--- src/core/ready_pin_consts.svh ---
// Constants of the buffer-ready pin monitor: offsets, fields, resets, timing.
// Assumes a 16-bit register port with byte addresses and a 25 MHz core clock.
//
// Summary of operation
// - Watching transmit memory, pin signals while free size >= threshold.
// - Watching receive memory, pin signals while received size >= threshold.
// - Pin goes active one core clock after the rise is detected.
// - Pin goes inactive one core clock after the drop is detected.
// - Pin stays active while the condition holds, and at least 80 ns.
// - Four pins, each with its own read/write config and depth register.
// - Depth registers are undefined after reset; software loads them first.
// - Config low byte resets to zero, so every pin starts disabled.
// - Config bit 7 enables the pin.
// - Config bit 5 picks the active level: zero low, one high.
`ifndef READY_PIN_CONSTS_SVH
`define READY_PIN_CONSTS_SVH

// ****************************************
// Register map
// ****************************************
`define READY_ADDR_W 10
`define READY_BASE 10'h060
`define READY_STRIDE 10'h004
`define READY_DEPTH_OFF 10'h002
`define READY_CFG0 10'h060
`define READY_DEPTH0 10'h062
`define READY_CFG1 10'h064
`define READY_DEPTH1 10'h066
`define READY_CFG2 10'h068
`define READY_DEPTH2 10'h06A
`define READY_CFG3 10'h06C
`define READY_DEPTH3 10'h06E
`define READY_IRQ_STATUS 10'h070
`define READY_IRQ_MASK 10'h072

// ****************************************
// Fields and resets
// ****************************************
`define READY_PINS 4
`define READY_SOCKETS 8
`define READY_SIZE_W 17
`define CFG_ENABLE_BIT 7
`define CFG_TX_SELECT_BIT 6
`define CFG_POLARITY_BIT 5
`define CFG_SOCKET_MSB 2
`define CFG_SOCKET_LSB 0
`define CFG_WRITE_MASK 8'hE7
`define CFG_RESET 8'h00
`define IRQ_MASK_RESET 4'h0
`define PIN_RESET_LEVEL 1'b1

// ****************************************
// Timing
// ****************************************
`define CLOCK_PERIOD_NS 40
`define MIN_ACTIVE_NS 80
`define MIN_ACTIVE_CYCLES \
   ((`MIN_ACTIVE_NS + `CLOCK_PERIOD_NS - 1) / `CLOCK_PERIOD_NS)

`endif

--- src/core/ready_pin_pkg.sv ---
// Types shared by the buffer-ready pin monitor.
// Assumes the constants header is compiled alongside.
package ready_pin_pkg;

   typedef logic [15:0] reg16_t;
   typedef logic [16:0] size_t;
   typedef logic [7:0] cfg_t;

   typedef enum logic [1:0] {
      pin_idle = 2'b00,
      pin_min_hold = 2'b01,
      pin_on = 2'b10
   } pin_state_t;

endpackage

--- src/core/buffer_ready_monitor.sv ---
// Buffer-ready pin monitor: registers, socket size select, four pins.
// Assumes socket sizes and register port are synchronous to clock.
//
// Implementation choice: the strobed register port.
`include "ready_pin_consts.svh"
`timescale 1ns/100ps
module buffer_ready_monitor (
   input wire logic clock,
   input wire logic rst_n,
   input wire logic [9:0] addr,
   input wire logic [15:0] wdata,
   input wire logic wr,
   input wire logic rd,
   output logic [15:0] rdata,
   input wire logic [135:0] tx_free_size,
   input wire logic [135:0] rx_received_size,
   output logic [3:0] buffer_ready_pin,
   output logic irq
);

   // ****************************************
   // Register state
   // ****************************************
   ready_pin_pkg::cfg_t cfg [`READY_PINS];
   ready_pin_pkg::cfg_t next_cfg [`READY_PINS];
   ready_pin_pkg::reg16_t depth [`READY_PINS];
   ready_pin_pkg::reg16_t next_depth [`READY_PINS];
   logic [15:0] next_rdata;
   logic [3:0] cfg_hit;
   logic [3:0] depth_hit;
   logic status_hit;
   logic mask_hit;
   logic [3:0] irq_status;
   logic [3:0] irq_mask;
   logic [3:0] pin_events;

   // ****************************************
   // Socket sizes
   // ****************************************
   ready_pin_pkg::size_t tx_size [`READY_SOCKETS];
   ready_pin_pkg::size_t rx_size [`READY_SOCKETS];
   ready_pin_pkg::size_t watched [`READY_PINS];

   genvar s;
   generate
      for (s = 0; s < `READY_SOCKETS; s++) begin : g_socket
         assign tx_size[s] = tx_free_size[s*`READY_SIZE_W +: `READY_SIZE_W];
         assign rx_size[s] =
            rx_received_size[s*`READY_SIZE_W +: `READY_SIZE_W];
      end
   endgenerate

   // ****************************************
   // Per-pin decode, select and channel
   // ****************************************
   genvar p;
   generate
      for (p = 0; p < `READY_PINS; p++) begin : g_pin
         localparam logic [9:0] CFG_ADDR =
            10'(`READY_BASE + 10'(p) * `READY_STRIDE);
         localparam logic [9:0] DEPTH_ADDR =
            10'(CFG_ADDR + `READY_DEPTH_OFF);
         logic [2:0] socket;
         logic tx_select;

         assign cfg_hit[p] = (addr == CFG_ADDR);
         assign depth_hit[p] = (addr == DEPTH_ADDR);
         assign socket = cfg[p][`CFG_SOCKET_MSB:`CFG_SOCKET_LSB];
         assign tx_select = cfg[p][`CFG_TX_SELECT_BIT];
         assign watched[p] =
            tx_select ? tx_size[socket] : rx_size[socket];

         ready_pin_channel u_channel (
            .clock(clock),
            .rst_n(rst_n),
            .enable(cfg[p][`CFG_ENABLE_BIT]),
            .polarity(cfg[p][`CFG_POLARITY_BIT]),
            .watched_size(watched[p]),
            .depth(depth[p]),
            .pin_level(buffer_ready_pin[p]),
            .assert_pulse(pin_events[p])
         );
      end
   endgenerate

   assign status_hit = (addr == `READY_IRQ_STATUS);
   assign mask_hit = (addr == `READY_IRQ_MASK);

   // ****************************************
   // Register writes
   // ****************************************
   always_comb begin
      for (int i = 0; i < `READY_PINS; i++) begin
         next_cfg[i] = cfg[i];
         next_depth[i] = depth[i];
         if (wr && cfg_hit[i]) begin
            next_cfg[i] = wdata[7:0] & `CFG_WRITE_MASK;
         end
         if (wr && depth_hit[i]) begin
            next_depth[i] = wdata;
         end
      end
   end

   always_ff @(posedge clock) begin
      for (int i = 0; i < `READY_PINS; i++) begin
         if (!rst_n) begin
            cfg[i] <= `CFG_RESET;
         end else begin
            cfg[i] <= next_cfg[i];
         end
      end
   end

   // Depth thresholds have no reset value
   always_ff @(posedge clock) begin
      for (int i = 0; i < `READY_PINS; i++) begin
         depth[i] <= next_depth[i];
      end
   end

   // ****************************************
   // Register reads
   // ****************************************
   always_comb begin
      next_rdata = 16'h0000;
      if (rd) begin
         for (int i = 0; i < `READY_PINS; i++) begin
            if (cfg_hit[i]) begin
               next_rdata = {8'h00, cfg[i]};
            end
            if (depth_hit[i]) begin
               next_rdata = depth[i];
            end
         end
         if (status_hit) begin
            next_rdata = {12'h000, irq_status};
         end
         if (mask_hit) begin
            next_rdata = {12'h000, irq_mask};
         end
      end
   end

   always_ff @(posedge clock) begin
      if (!rst_n) begin
         rdata <= 16'h0000;
      end else begin
         rdata <= next_rdata;
      end
   end

   // ****************************************
   // Interrupt
   // ****************************************
   ready_irq_status u_irq (
      .clock(clock),
      .rst_n(rst_n),
      .events(pin_events),
      .clear_we(wr && status_hit),
      .mask_we(wr && mask_hit),
      .wdata(wdata[3:0]),
      .status(irq_status),
      .mask(irq_mask),
      .irq(irq)
   );

endmodule // buffer_ready_monitor

--- src/core/ready_pin_channel.sv ---
// One buffer-ready pin: compare, minimum hold and polarity.
// Assumes the watched size is already selected and synchronous to clock.
`include "ready_pin_consts.svh"
`timescale 1ns/100ps
module ready_pin_channel (
   input wire logic clock,
   input wire logic rst_n,
   input wire logic enable,
   input wire logic polarity,
   input wire ready_pin_pkg::size_t watched_size,
   input wire ready_pin_pkg::reg16_t depth,
   output logic pin_level,
   output logic assert_pulse
);

   localparam logic [1:0] HOLD_LOAD = 2'(`MIN_ACTIVE_CYCLES - 1);

   logic detect, next_detect;
   ready_pin_pkg::pin_state_t state, next_state;
   logic [1:0] hold, next_hold;
   logic next_pin_level, next_assert_pulse;
   logic active;

   // ****************************************
   // Detection and hold
   // ****************************************
   always_comb begin
      next_detect = enable && (watched_size >= {1'b0, depth});
      next_state = state;
      next_hold = hold;
      next_assert_pulse = 1'b0;
      unique case (state)
         ready_pin_pkg::pin_idle: begin
            if (detect) begin
               next_state = ready_pin_pkg::pin_min_hold;
               next_hold = HOLD_LOAD;
               next_assert_pulse = 1'b1;
            end
         end
         ready_pin_pkg::pin_min_hold: begin
            if (hold != 2'h0) begin
               next_hold = hold - 2'h1;
            end else if (detect) begin
               next_state = ready_pin_pkg::pin_on;
            end else begin
               next_state = ready_pin_pkg::pin_idle;
            end
         end
         ready_pin_pkg::pin_on: begin
            if (!detect) begin
               next_state = ready_pin_pkg::pin_idle;
            end
         end
         default: begin
            next_state = ready_pin_pkg::pin_idle;
         end
      endcase
      active = (next_state != ready_pin_pkg::pin_idle);
      next_pin_level = active ? polarity : !polarity;
   end

   always_ff @(posedge clock) begin
      if (!rst_n) begin
         detect <= 1'b0;
         state <= ready_pin_pkg::pin_idle;
         hold <= 2'h0;
         pin_level <= `PIN_RESET_LEVEL;
         assert_pulse <= 1'b0;
      end else begin
         detect <= next_detect;
         state <= next_state;
         hold <= next_hold;
         pin_level <= next_pin_level;
         assert_pulse <= next_assert_pulse;
      end
   end

endmodule // ready_pin_channel

--- src/core/ready_irq_status.sv ---
// Sticky event status, mask and level interrupt.
// Assumes write strobes are one cycle long.
`include "ready_pin_consts.svh"
`timescale 1ns/100ps
module ready_irq_status (
   input wire logic clock,
   input wire logic rst_n,
   input wire logic [3:0] events,
   input wire logic clear_we,
   input wire logic mask_we,
   input wire logic [3:0] wdata,
   output logic [3:0] status,
   output logic [3:0] mask,
   output logic irq
);

   logic [3:0] next_status, next_mask;
   logic next_irq;

   // ****************************************
   // Status update, set wins over clear
   // ****************************************
   always_comb begin
      next_status = status;
      if (clear_we) begin
         next_status = status & ~wdata;
      end
      next_status = next_status | events;
      next_mask = mask_we ? wdata : mask;
      next_irq = |(next_status & next_mask);
   end

   always_ff @(posedge clock) begin
      if (!rst_n) begin
         status <= 4'h0;
         mask <= `IRQ_MASK_RESET;
         irq <= 1'b0;
      end else begin
         status <= next_status;
         mask <= next_mask;
         irq <= next_irq;
      end
   end

endmodule // ready_irq_status

--- config.mk ---
export PLATFORM = sky130hd
export DESIGN_NAME = buffer_ready_monitor
export DESIGN_NICKNAME = d
export VERILOG_FILES = /design/src/core/ready_pin_pkg.sv /design/src/core/buffer_ready_monitor.sv /design/src/core/ready_pin_channel.sv /design/src/core/ready_irq_status.sv
export VERILOG_INCLUDE_DIRS = /design/src /design/src/core
export SDC_FILE = /design/constraint.sdc
export NUM_CORES = 1
export LEC_CHECK = 0
export ABC_AREA = 0
export BUFFER_PORTS_ARGS = -buffer_cell sky130_fd_sc_hd__buf_2
export CORE_MARGIN = 4
export CORE_UTILIZATION = 50
export CTS_BUF_LIST = sky130_fd_sc_hd__clkbuf_8
export DETAILED_ROUTE_END_ITERATION = 10
export PLACE_DENSITY = 0.75
export SYNTH_ARGS = -nofsm -noshare
export SYNTH_HDL_FRONTEND = slang
export SYNTH_SLANG_ARGS = --single-unit
--- constraint.sdc ---
create_clock -name clock -period 4.45 [get_ports clock]
set_clock_uncertainty 0.05 [all_clocks]
set_input_delay 0.2225 -clock clock [delete_from_list [all_inputs] [get_ports clock]]
set_output_delay 0.2225 -clock clock [all_outputs]
set_load 0.005 [all_outputs]
# After elaboration in Yosys (flattened, before gate mapping)
# Memories as Yosys holds them, arrays and structs flattened.
# Cells that the tools add are included.
# word_totals
reg_bits,53
ram_bits,96
wordCells,218
mem_count,2
# mem_list
memory,words,word_bits,rd,rd_ports_with_merged_regs,wr,line_no,text
depth,4,16,4,0,4,buffer_ready_monitor.sv:26,ready_pin_pkg::reg16_t depth [`READY_PINS];
cfg,4,8,4,0,4,buffer_ready_monitor.sv:24,ready_pin_pkg::cfg_t cfg [`READY_PINS];
# op_classes
addsub,4
order_cmp,8
eq_ne,26
mux,94
n_bitwise,14
reduce_logical,45
# ops
operator,count
$bmux 17 s3,8
$mux 17,20
$mux 16,11
$eq 10x7->1 const B,10
$mux 8,9
$ge 17x16->1,4
$mux 2,24
$pmux 2 s3,4
$reduce_bool 2->1,12
$ge 4x4->1 const B,4
$mux 4,4
$ne 2x1->1 const B,8
$not 3->4,4
$pmux 2 s2,4
$logic_and 1x1->1,14
$reduce_and 3->1,4
$mux 1,10
$reduce_and 2->1,5
$and 4x4->4,2
$eq 2x1->1 const B,4
$eq 2x2->1 const B,4
$logic_not 2->1,4
$reduce_or 4->1,2
$sub 2x1->2 const B,4
other kinds (5),12

# Logic depth before layout (Yosys ltp)
# Gate-level depths: netlist of the first run.
# logic_depth
ltp_word,11
mapped_depth,11
ltp_nobuf,9

# Modules after synthesis
# From an unflattened synthesis of the first run, not the netlist that was laid out.
# unflattened
hier_cells,1131
area_unflattened_um2,15428.5
# modules_own_cells
mod,n_inst,cells_each,area_per_inst_um2,seq_area_each_um2
buffer_ready_monitor,1,735,12305.6,2722.6
ready_pin_channel,4,91,686.9,140.1
ready_irq_status,1,32,375.4,180.2

# Least setup slack after synthesis of the first run
# Ideal clock, no wire load.
# synth_timing
path_kind,reg-to-reg
start,memory cfg[0][0] in the netlist's numbering
end,register g_pin[0].u_channel.detect
setup_ps,122
t_arrival_ps,3318
path_slack_ps,960
path_stages_with_launch,11
path_buffers,3
period_less_slack_ps,3490
cell_sequence,dfxtp_1 buf_2 buf_2 buf_1 mux4_2 mux4_2 ha_1 nand4_1 nor4_1 a221o_1 o311a_1
# synth_lines
element,line_no,text
"start, declared",buffer_ready_monitor.sv:24,
"end signal, assigned",ready_pin_channel.sv:70,detect <= next_detect;
"end, declared",ready_pin_channel.sv:18,"logic detect, next_detect;"

==> metrics.md, run 1 <==
| Metric | Value |
|---|---|
| Final worst-path cycle share | 80.9% |
| Chip width | 183 µm |
| Share of cells above drive strength 1 | 51.9% |
| Fin Setup TNS | 0 ns |
| Die Ht | 183 µm |
| Initial antenna violation count | 20 |
| Routed WL | 55,800 µm |
| Max-cap violations | 0 |
| Switching part of the total | 26.4% |
| Commonest non-fill, non-tap cell in the layout | mux4_2 |
| First-pass GRT wire length | 83,600 µm |
| I/O Pins | 323 |
| Comb power frac | 21.8% |
| RSZ-0062 raised after global routing | no |
| Clk root buf | clkbuf_8 |
| H-tree depth | 4 |
| CP Max Fanout | 16 |
| Cts bufs inserted | 17 |
| Rows | 63 |
| Post-Synth XOR/XNOR Area | 0.230% |
| Cell Pwr Density | 176 mW/mm² |
| DRT Pass-1 Iters | 6 |
| F_max | 278 MHz |
| 1st-iter DRT viols | 1,944 |
| Global Route Usage Sum | 33.2% |
| Max IR drop VDD | 0.178 mV |
| Largest net degree at the start of global routing | 69 |
| Initial core utilization | 51.1% |
| WP data required | 4.73 ns |
| Cell depth of the worst hold path | 3 |
| Async set-reset flop share out of synthesis | 0% |
| Post-route ant nets | 0 |
| Clock sink count | 141 |
| Pleak | 6.42 nW |
| Vias | 13,400 |
| Post-synthesis compound-gate area fraction | 7.28% |
| Synthesized-area fraction occupied by adder cells | 5.58% |
| Die ar. | 0.0334 mm² |
| CTS tree | built |
| Mapped Cells | 1,145 |
| R2r setup slk | 0.85 ns |
| Most Used Layer, Global Route | met2 |
| Critical Path AT | 3.88 ns |
| Crit end category | flip-flop |
| Warnings, synthesis | 0 |
| Post-synthesis register bit count | 141 |
| P&R area growth vs syn | 16.9% |
| Yosys cell types | 65 |
| Synth Flop Type | dfxtp_1 |
| P_int | 2.31 mW |
| Final Hold Viols | 0 |
| Psw | 0.827 mW |
| Worst hold slack | 0.0290 ns |
| Status | completed |
| Final #Nets | 1,788 |
| Clock input transition at the sequential cells of the worst setup and hold paths | 0.08 ns |
| Filler cells | 2,366 |
| Post-Syn Area | 0.0153 mm² |
| Flop pwr share | 43.0% |
| Largest family of logic cells by synthesized area | multiplexers |
| Met1 Use GR | 43.1% |
| Post-Syn Area per Cell | 13.3 µm² |
| Port Buffers | 322 |
| Met2 usage | 51.5% |
| Syn_nets | 1,515 |
| Met3 Use GR | 12.6% |
| Simple-gate share of the synthesized area | 6.30% |
| Seq/Total Area, Yosys | 22.7% |
| Final setup vio count | 0 |
| Worst slew pin tran | 1.13 ns |
| EDFF count, synth | 64 |
| FF-to-FF End | g_pin[1].u_channel.detect |
| Most frequent cells in the layout | mux4_2 (341), buf_2 (322), inv_1 (88) |
| Total grt overflow | 0 |
| Crit path time final | 3.60 ns |
| Min-delay src | rd |
| Worst setup path class | flip-flop to flip-flop |
| Via-to-Cell Ratio | 7.27 |
| Post-synthesis mux area share | 52.7% |
| Clock latency on the worst-skew pair | 0.46 ns |
| Routed length per instance | 30.3 µm |
| Core Area | 0.0299 mm² |
| DRC errors left | 0 |
| Vias in the first global route | 13,400 |
| Clk pwr share | 35.2% |
| Hold Path End | rdata[3] |
| CTS Buffer Depth | 2 |
| Slew HR | 24.5% |
| Slew Limit Fails | 0 |
| Worst r2r src | cfg[1][0] |
| Final HPWL DP | 43,800 µm |
| HP Class | input port to flip-flop |
| Placer Congestion | 1.03 |
| Worst reg-to-reg path cell count | 9 |
| CP Launch Type | flip-flop |
| Post_cts resized | 0 |
-- worst max-delay path by stage --
stage,from,to,slack [ns],depth (start not counted)
after global placement,cfg[0][0],g_pin[0].u_channel.detect,1.08,8
after floorplan,cfg[0][0],g_pin[0].u_channel.detect,0.96,10
after CTS,cfg[1][0],g_pin[1].u_channel.detect,0.96,9
after global routing,cfg[1][0],g_pin[1].u_channel.detect,0.69,9
after detailed placement,cfg[1][0],g_pin[1].u_channel.detect,0.99,9
final,cfg[1][0],g_pin[1].u_channel.detect,0.85,9
-- layout make-up --
type / count / area [µm²] / area share [%]
multi-input cells: 804 / 11000 / 61.7
flip-flops and latches: 141 / 3490 / 19.5
repair buffers: 366 / 2060 / 11.5
well taps: 390 / 488 / 2.74
inverters: 88 / 330 / 1.85
clock buffers: 21 / 289 / 1.62
clock inverters: 11 / 139 / 0.779
diodes: 18 / 45.0 / 0.253
-- power groups by stage --
stage | Sequential (mW) | Combinational (mW) | Clock, mW
after floorplan | 1.38 | 0.320 | 0
after global placement | 1.38 | 0.636 | 0
after detailed placement | 1.38 | 0.653 | 0
after CTS | 1.35 | 0.664 | 1.11
after global routing | 1.35 | 0.717 | 1.16
final | 1.35 | 0.685 | 1.10
-- stage by stage --
step / util (%) / worst slack [ns] / total power [mW] / std cells / area (µm²)
after floorplan: - / 0.960 / 1.70 / 1145 / 15300
after global placement: 57.7 / 1.08 / 2.01 / 1778 / 17300
after detailed placement: 57.7 / 0.988 / 2.03 / 1778 / 17300
after CTS: 59.5 / 0.962 / 3.12 / 1821 / 17800
after global routing: 59.7 / 0.693 / 3.22 / 1835 / 17800
final: 59.7 / 0.852 / 3.14 / 1839 / 17800
-- flip-flops by register name, indices dropped and copies added (netlist names) --
register and count:
cfg 24, depth 64, g_pin.u_channel.assert_pulse 4, g_pin.u_channel.detect 4, g_pin.u_channel.hold 8, g_pin.u_channel.pin_level 4, g_pin.u_channel.state 8, rdata 16
u_irq.irq 1, u_irq.mask 4, u_irq.status 4
-- cell usage after synthesis, drive strengths merged (10+ instances only) --
| cell | instances | share of area, % |
|---|---|---|
| mux2i | 33 | 2.2 |
| nor2 | 44 | 1.1 |
| nand4 | 11 | 0.45 |
| ha | 68 | 5.6 |
| dfxtp | 77 | 10 |
| mux4 | 341 | 50 |
| a22oi | 12 | 0.59 |
| a21oi | 51 | 1.7 |
| a31oi | 10 | 0.41 |
| o21ai | 43 | 1.4 |
| nand2 | 40 | 0.98 |
| clkbuf | 62 | 1.5 |
| nor2b | 12 | 0.49 |
| buf | 50 | 1.5 |
| inv | 87 | 2.1 |
| nand3 | 16 | 0.53 |
| edfxtp | 64 | 13 |
-- what timing repair did --
action / 4_1_cts / 5_1_grt
hold buffers: 11 / 0
setup buffers: 0 / 0
endpoints found under the hold margin: 44 / 0
-- routing by layer --
metal	routed length, µm	vias up
met1	18500	6556
met2	26300	1222
li1	-	5393
met5	60	-
met4	2230	10
met3	8630	191
-- kinds of logic (layout without fill, tap and decap cells) --
family          Yosys count  after routing
compound gates          175            175
mux                     377            377
flops                   141            141
xor+xnor                  4              4
simple gates            180            180
other cells               0             18
buf+inv                 200            486
fa+ha+maj                68             68
-- critical path: stages, from the launching register on --
cell	delay, ns
dfxtp_4	0.58
buf_4	0.35
mux4_2	0.56
mux4_2	0.59
ha_1	0.33
a21o_1	0.16
a21oi_1	0.15
o21ai_0	0.11
o311ai_0	0.46
a21oi_1	0.11
No activity file was read; power rests on OpenSTA's default activity.
==> inputs of run 2 (changes only) <==
==> constraint.sdc (replaced) <==
create_clock -name clock -period 3.6 [get_ports clock]
set_clock_uncertainty 0.05 [all_clocks]
set_input_delay 0.18 -clock clock [delete_from_list [all_inputs] [get_ports clock]]
set_output_delay 0.18 -clock clock [all_outputs]
set_load 0.005 [all_outputs]
==> metrics.md, run 2 (synthesis gave the netlist of run 1 again) <==
| Metric | Value |
|---|---|
| Clock input transition at the sequential cells of the worst setup and hold paths | 0.09 ns (about the same) |
| Initial antenna violation count | 29 (+45%) |
| Placed cells | 1,786 (+0.45%) |
| Max-cap violations | 0 (unchanged) |
| H-tree depth | 4 (unchanged) |
| CP Max Fanout | 16 (unchanged) |
| Vias | 13,700 (+2.4%) |
| Crit end category | flip-flop |
| Vias in the first global route | 13,800 (+2.9%) |
| P_int | 2.80 mW (+21%) |
| I/O Pins | 323 (unchanged) |
| Fin Setup TNS | 0 ns (unchanged) |
| Critical Path End | g_pin[0].u_channel.detect |
| 1st-iter DRT viols | 1,749 (-10%) |
| RSZ-0062 raised after global routing | no |
| Area after DPL | 0.0174 mm² (+0.86%) |
| Slew HR | 46.9% (+22 points) |
| Initial core utilization | 51.1% (unchanged) |
| Slew Limit Fails | 0 (unchanged) |
| Clk pwr share | 35.4% (+0.2 points) |
| Psw | 1.09 mW (+32%) |
| Rows | 63 (unchanged) |
| P&R area growth vs syn | 18.0% |
| Final #Nets | 1,798 (+0.56%) |
| Overall power | 3.89 mW (+24%) |
| Worst setup path class | flip-flop to flip-flop |
| Final setup vio count | 0 (unchanged) |
| Slowest stage delay, CP | 0.55 ns (-0.04 ns) |
| Max reg flops | 64 (unchanged) |
| Commonest non-fill, non-tap cell in the layout | mux4_2 |
| Worst slew pin tran | 0.777 ns (-0.355 ns) |
| Max IR drop VDD | 0.187 mV (+4.7%) |
| Switching part of the total | 28.1% (+1.7 points) |
| Flop pwr share | 42.8% (-0.2 points) |
| CP Launch Type | flip-flop |
| Via-to-Cell Ratio | 7.39 (+1.6%) |
| Total grt overflow | 0 (unchanged) |
| Layout Cells excl Fill | 1,853 (+0.76%) |
| Worst reg-to-reg path cell count | 9 (unchanged) |
| Cell family with most CP delay | multiplexers |
| Crit path from | cfg[0][0] |
| FF-to-FF End | g_pin[0].u_channel.detect |
| DRC errors left | 0 (unchanged) |
| Slowest stage cell, crit path | dfxtp_4 |
| R2r setup slk | 0.37 ns (-0.48 ns) |
| Port Buffers | 322 (unchanged) |
| Finished Cell Area | 0.0180 mm² (+0.95%) |
| Cell Pwr Density | 216 mW/mm² (+23%) |
| Cts bufs inserted | 17 (unchanged) |
| Cell Chain, Critical Path | buf_12 > mux4_2 > mux4_2 > ha_1 > a21oi_1 > a21boi_0 > o31ai_1 > a21oi_1 > o311a_1 |
| F_max | 310 MHz (+11%) |
| Final HPWL DP | 44,000 µm (+0.44%) |
| Biggest register | depth |
| Core Area | 0.0299 mm² (unchanged) |
| Comb power frac | 21.8% (about the same) |
| Chip width | 183 µm (unchanged) |
| WP buf/inv | 1 (unchanged) |
| Most frequent cells in the layout | mux4_2 (341), buf_2 (322), inv_1 (87) |
| Top flop regs | depth (64), cfg (24), rdata (16) |
| Largest net degree at the start of global routing | 71 (+2.9%) |
| Die Ht | 183 µm (unchanged) |
| Crit path time final | 3.23 ns (-0.370 ns) |
| Worst r2r src | cfg[0][0] |
| Clock latency on the worst-skew pair | 0.46 ns (about the same) |
| Post_cts resized | 0 (unchanged) |
| WP data required | 3.91 ns (-0.82 ns) |
| Final Hold Viols | 0 (unchanged) |
| CTS tree | built |
| Post-route ant nets | 0 (unchanged) |
| Final worst-path cycle share | 89.7% (+8.8 points) |
| DRT Pass-1 Iters | 5 (-1) |
| Share of cells above drive strength 1 | 52.1% (+0.19 points) |
| Clock sink count | 141 (unchanged) |
| Status | completed |
| First-pass GRT wire length | 84,500 µm (+1.0%) |
| Placer Congestion | 0.987 (-3.9%) |
| Routed length per instance | 30.4 µm (+0.39%) |
| Die ar. | 0.0334 mm² (unchanged) |
| Filler cells | 2,281 (-3.6%) |
| Critical path depth in cells | 9 (unchanged) |
| CTS Buffer Depth | 2 (unchanged) |
| HP Class | input port to flip-flop |
| Clk root buf | clkbuf_8 |
| Global Route Usage Sum | 33.6% (+0.33 points) |
| Critical Path AT | 3.54 ns (-0.34 ns) |
| Pleak | 6.47 nW (+0.69%) |
| Routed WL | 56,400 µm (+1.2%) |
==> run 2: cell count changes in the layout (fill, tap and decap cells not counted), sizes merged <==
cell | before | now
buf | 355 | 363
clkbuf | 21 | 17
clkinv | 4 | 5
clkinvlp | 0 | 3
diode | 18 | 22
dlygate4sd3 | 11 | 13
==> run 2: area by class of cell <==
class	instances	area, µm²	share of cell area (%)
multi-input combinational	804	11000	61.1
timing repair buffer	376	2220	12.4
clock buffer	17	234	1.30
sequential	141	3490	19.4
antenna	22	55.1	0.306
clock inverter	15	186	1.04
inverter	88	330	1.83
tap	390	488	2.71
==> run 2: per-stage QoR <==
step / setup WS, ns / hold slack [ns] / utilization, %
2_1_floorplan: 0.110 / 0.229 / -
3_3_place_gp: 0.424 / 0.350 / 58.2
3_5_place_dp: 0.388 / 0.352 / 58.2
4_1_cts: 0.379 / 0.00475 / 60.1
5_1_grt: 0.186 / 0.0341 / 60.2
6_report: 0.373 / 0.0220 / 60.3
==> run 2: worst min-delay path by stage <==
stage / slack (ns) / from / cells after the start / to
after global placement: 0.35 / wdata[13] / 1 / depth[3][13]
final: 0.02 / rd / 3 / rdata[3]
after CTS: 0.005 / rd / 3 / rdata[3]
after detailed placement: 0.35 / wdata[15] / 1 / depth[1][15]
after floorplan: 0.23 / wdata[0] / 0 / depth[0][0]
after global routing: 0.03 / rd / 3 / rdata[3]
==> run 2: per-layer routing <==
| metal | wire (µm) | share of wire [%] | GRT usage (%) | vias up |
|---|---|---|---|---|
| met3 | 8720 | 15 | 11.3 | 256 |
| li1 | - | - | - | 5428 |
| met2 | 26500 | 47 | 53.1 | 1355 |
| met1 | 17900 | 32 | 42.2 | 6632 |
| met4 | 3180 | 5.6 | 15.1 | 18 |
| met5 | 106 | 0.19 | 0 | - |
==> run 2: tightest hold or removal path, cell delays in order <==
cell	delay, ns
buf_2	0.11
nand2_1	0.14
a21oi_1	0.06
==> run 2: repair_timing <==
item                      in CTS  in global routing
hold buffers                  13                  0
hold endpoints to repair      52                  0
setup buffers                  0                  0
==> run 2: power by group through the flow <==
stage / Clock [mW] / Sequential (mW) / Combinational, mW
final: 1.38 / 1.67 / 0.846
after global routing: 1.45 / 1.67 / 0.890
after CTS: 1.38 / 1.67 / 0.820
after detailed placement: 0 / 1.70 / 0.806
after global placement: 0 / 1.70 / 0.776
after floorplan: 0 / 1.71 / 0.395
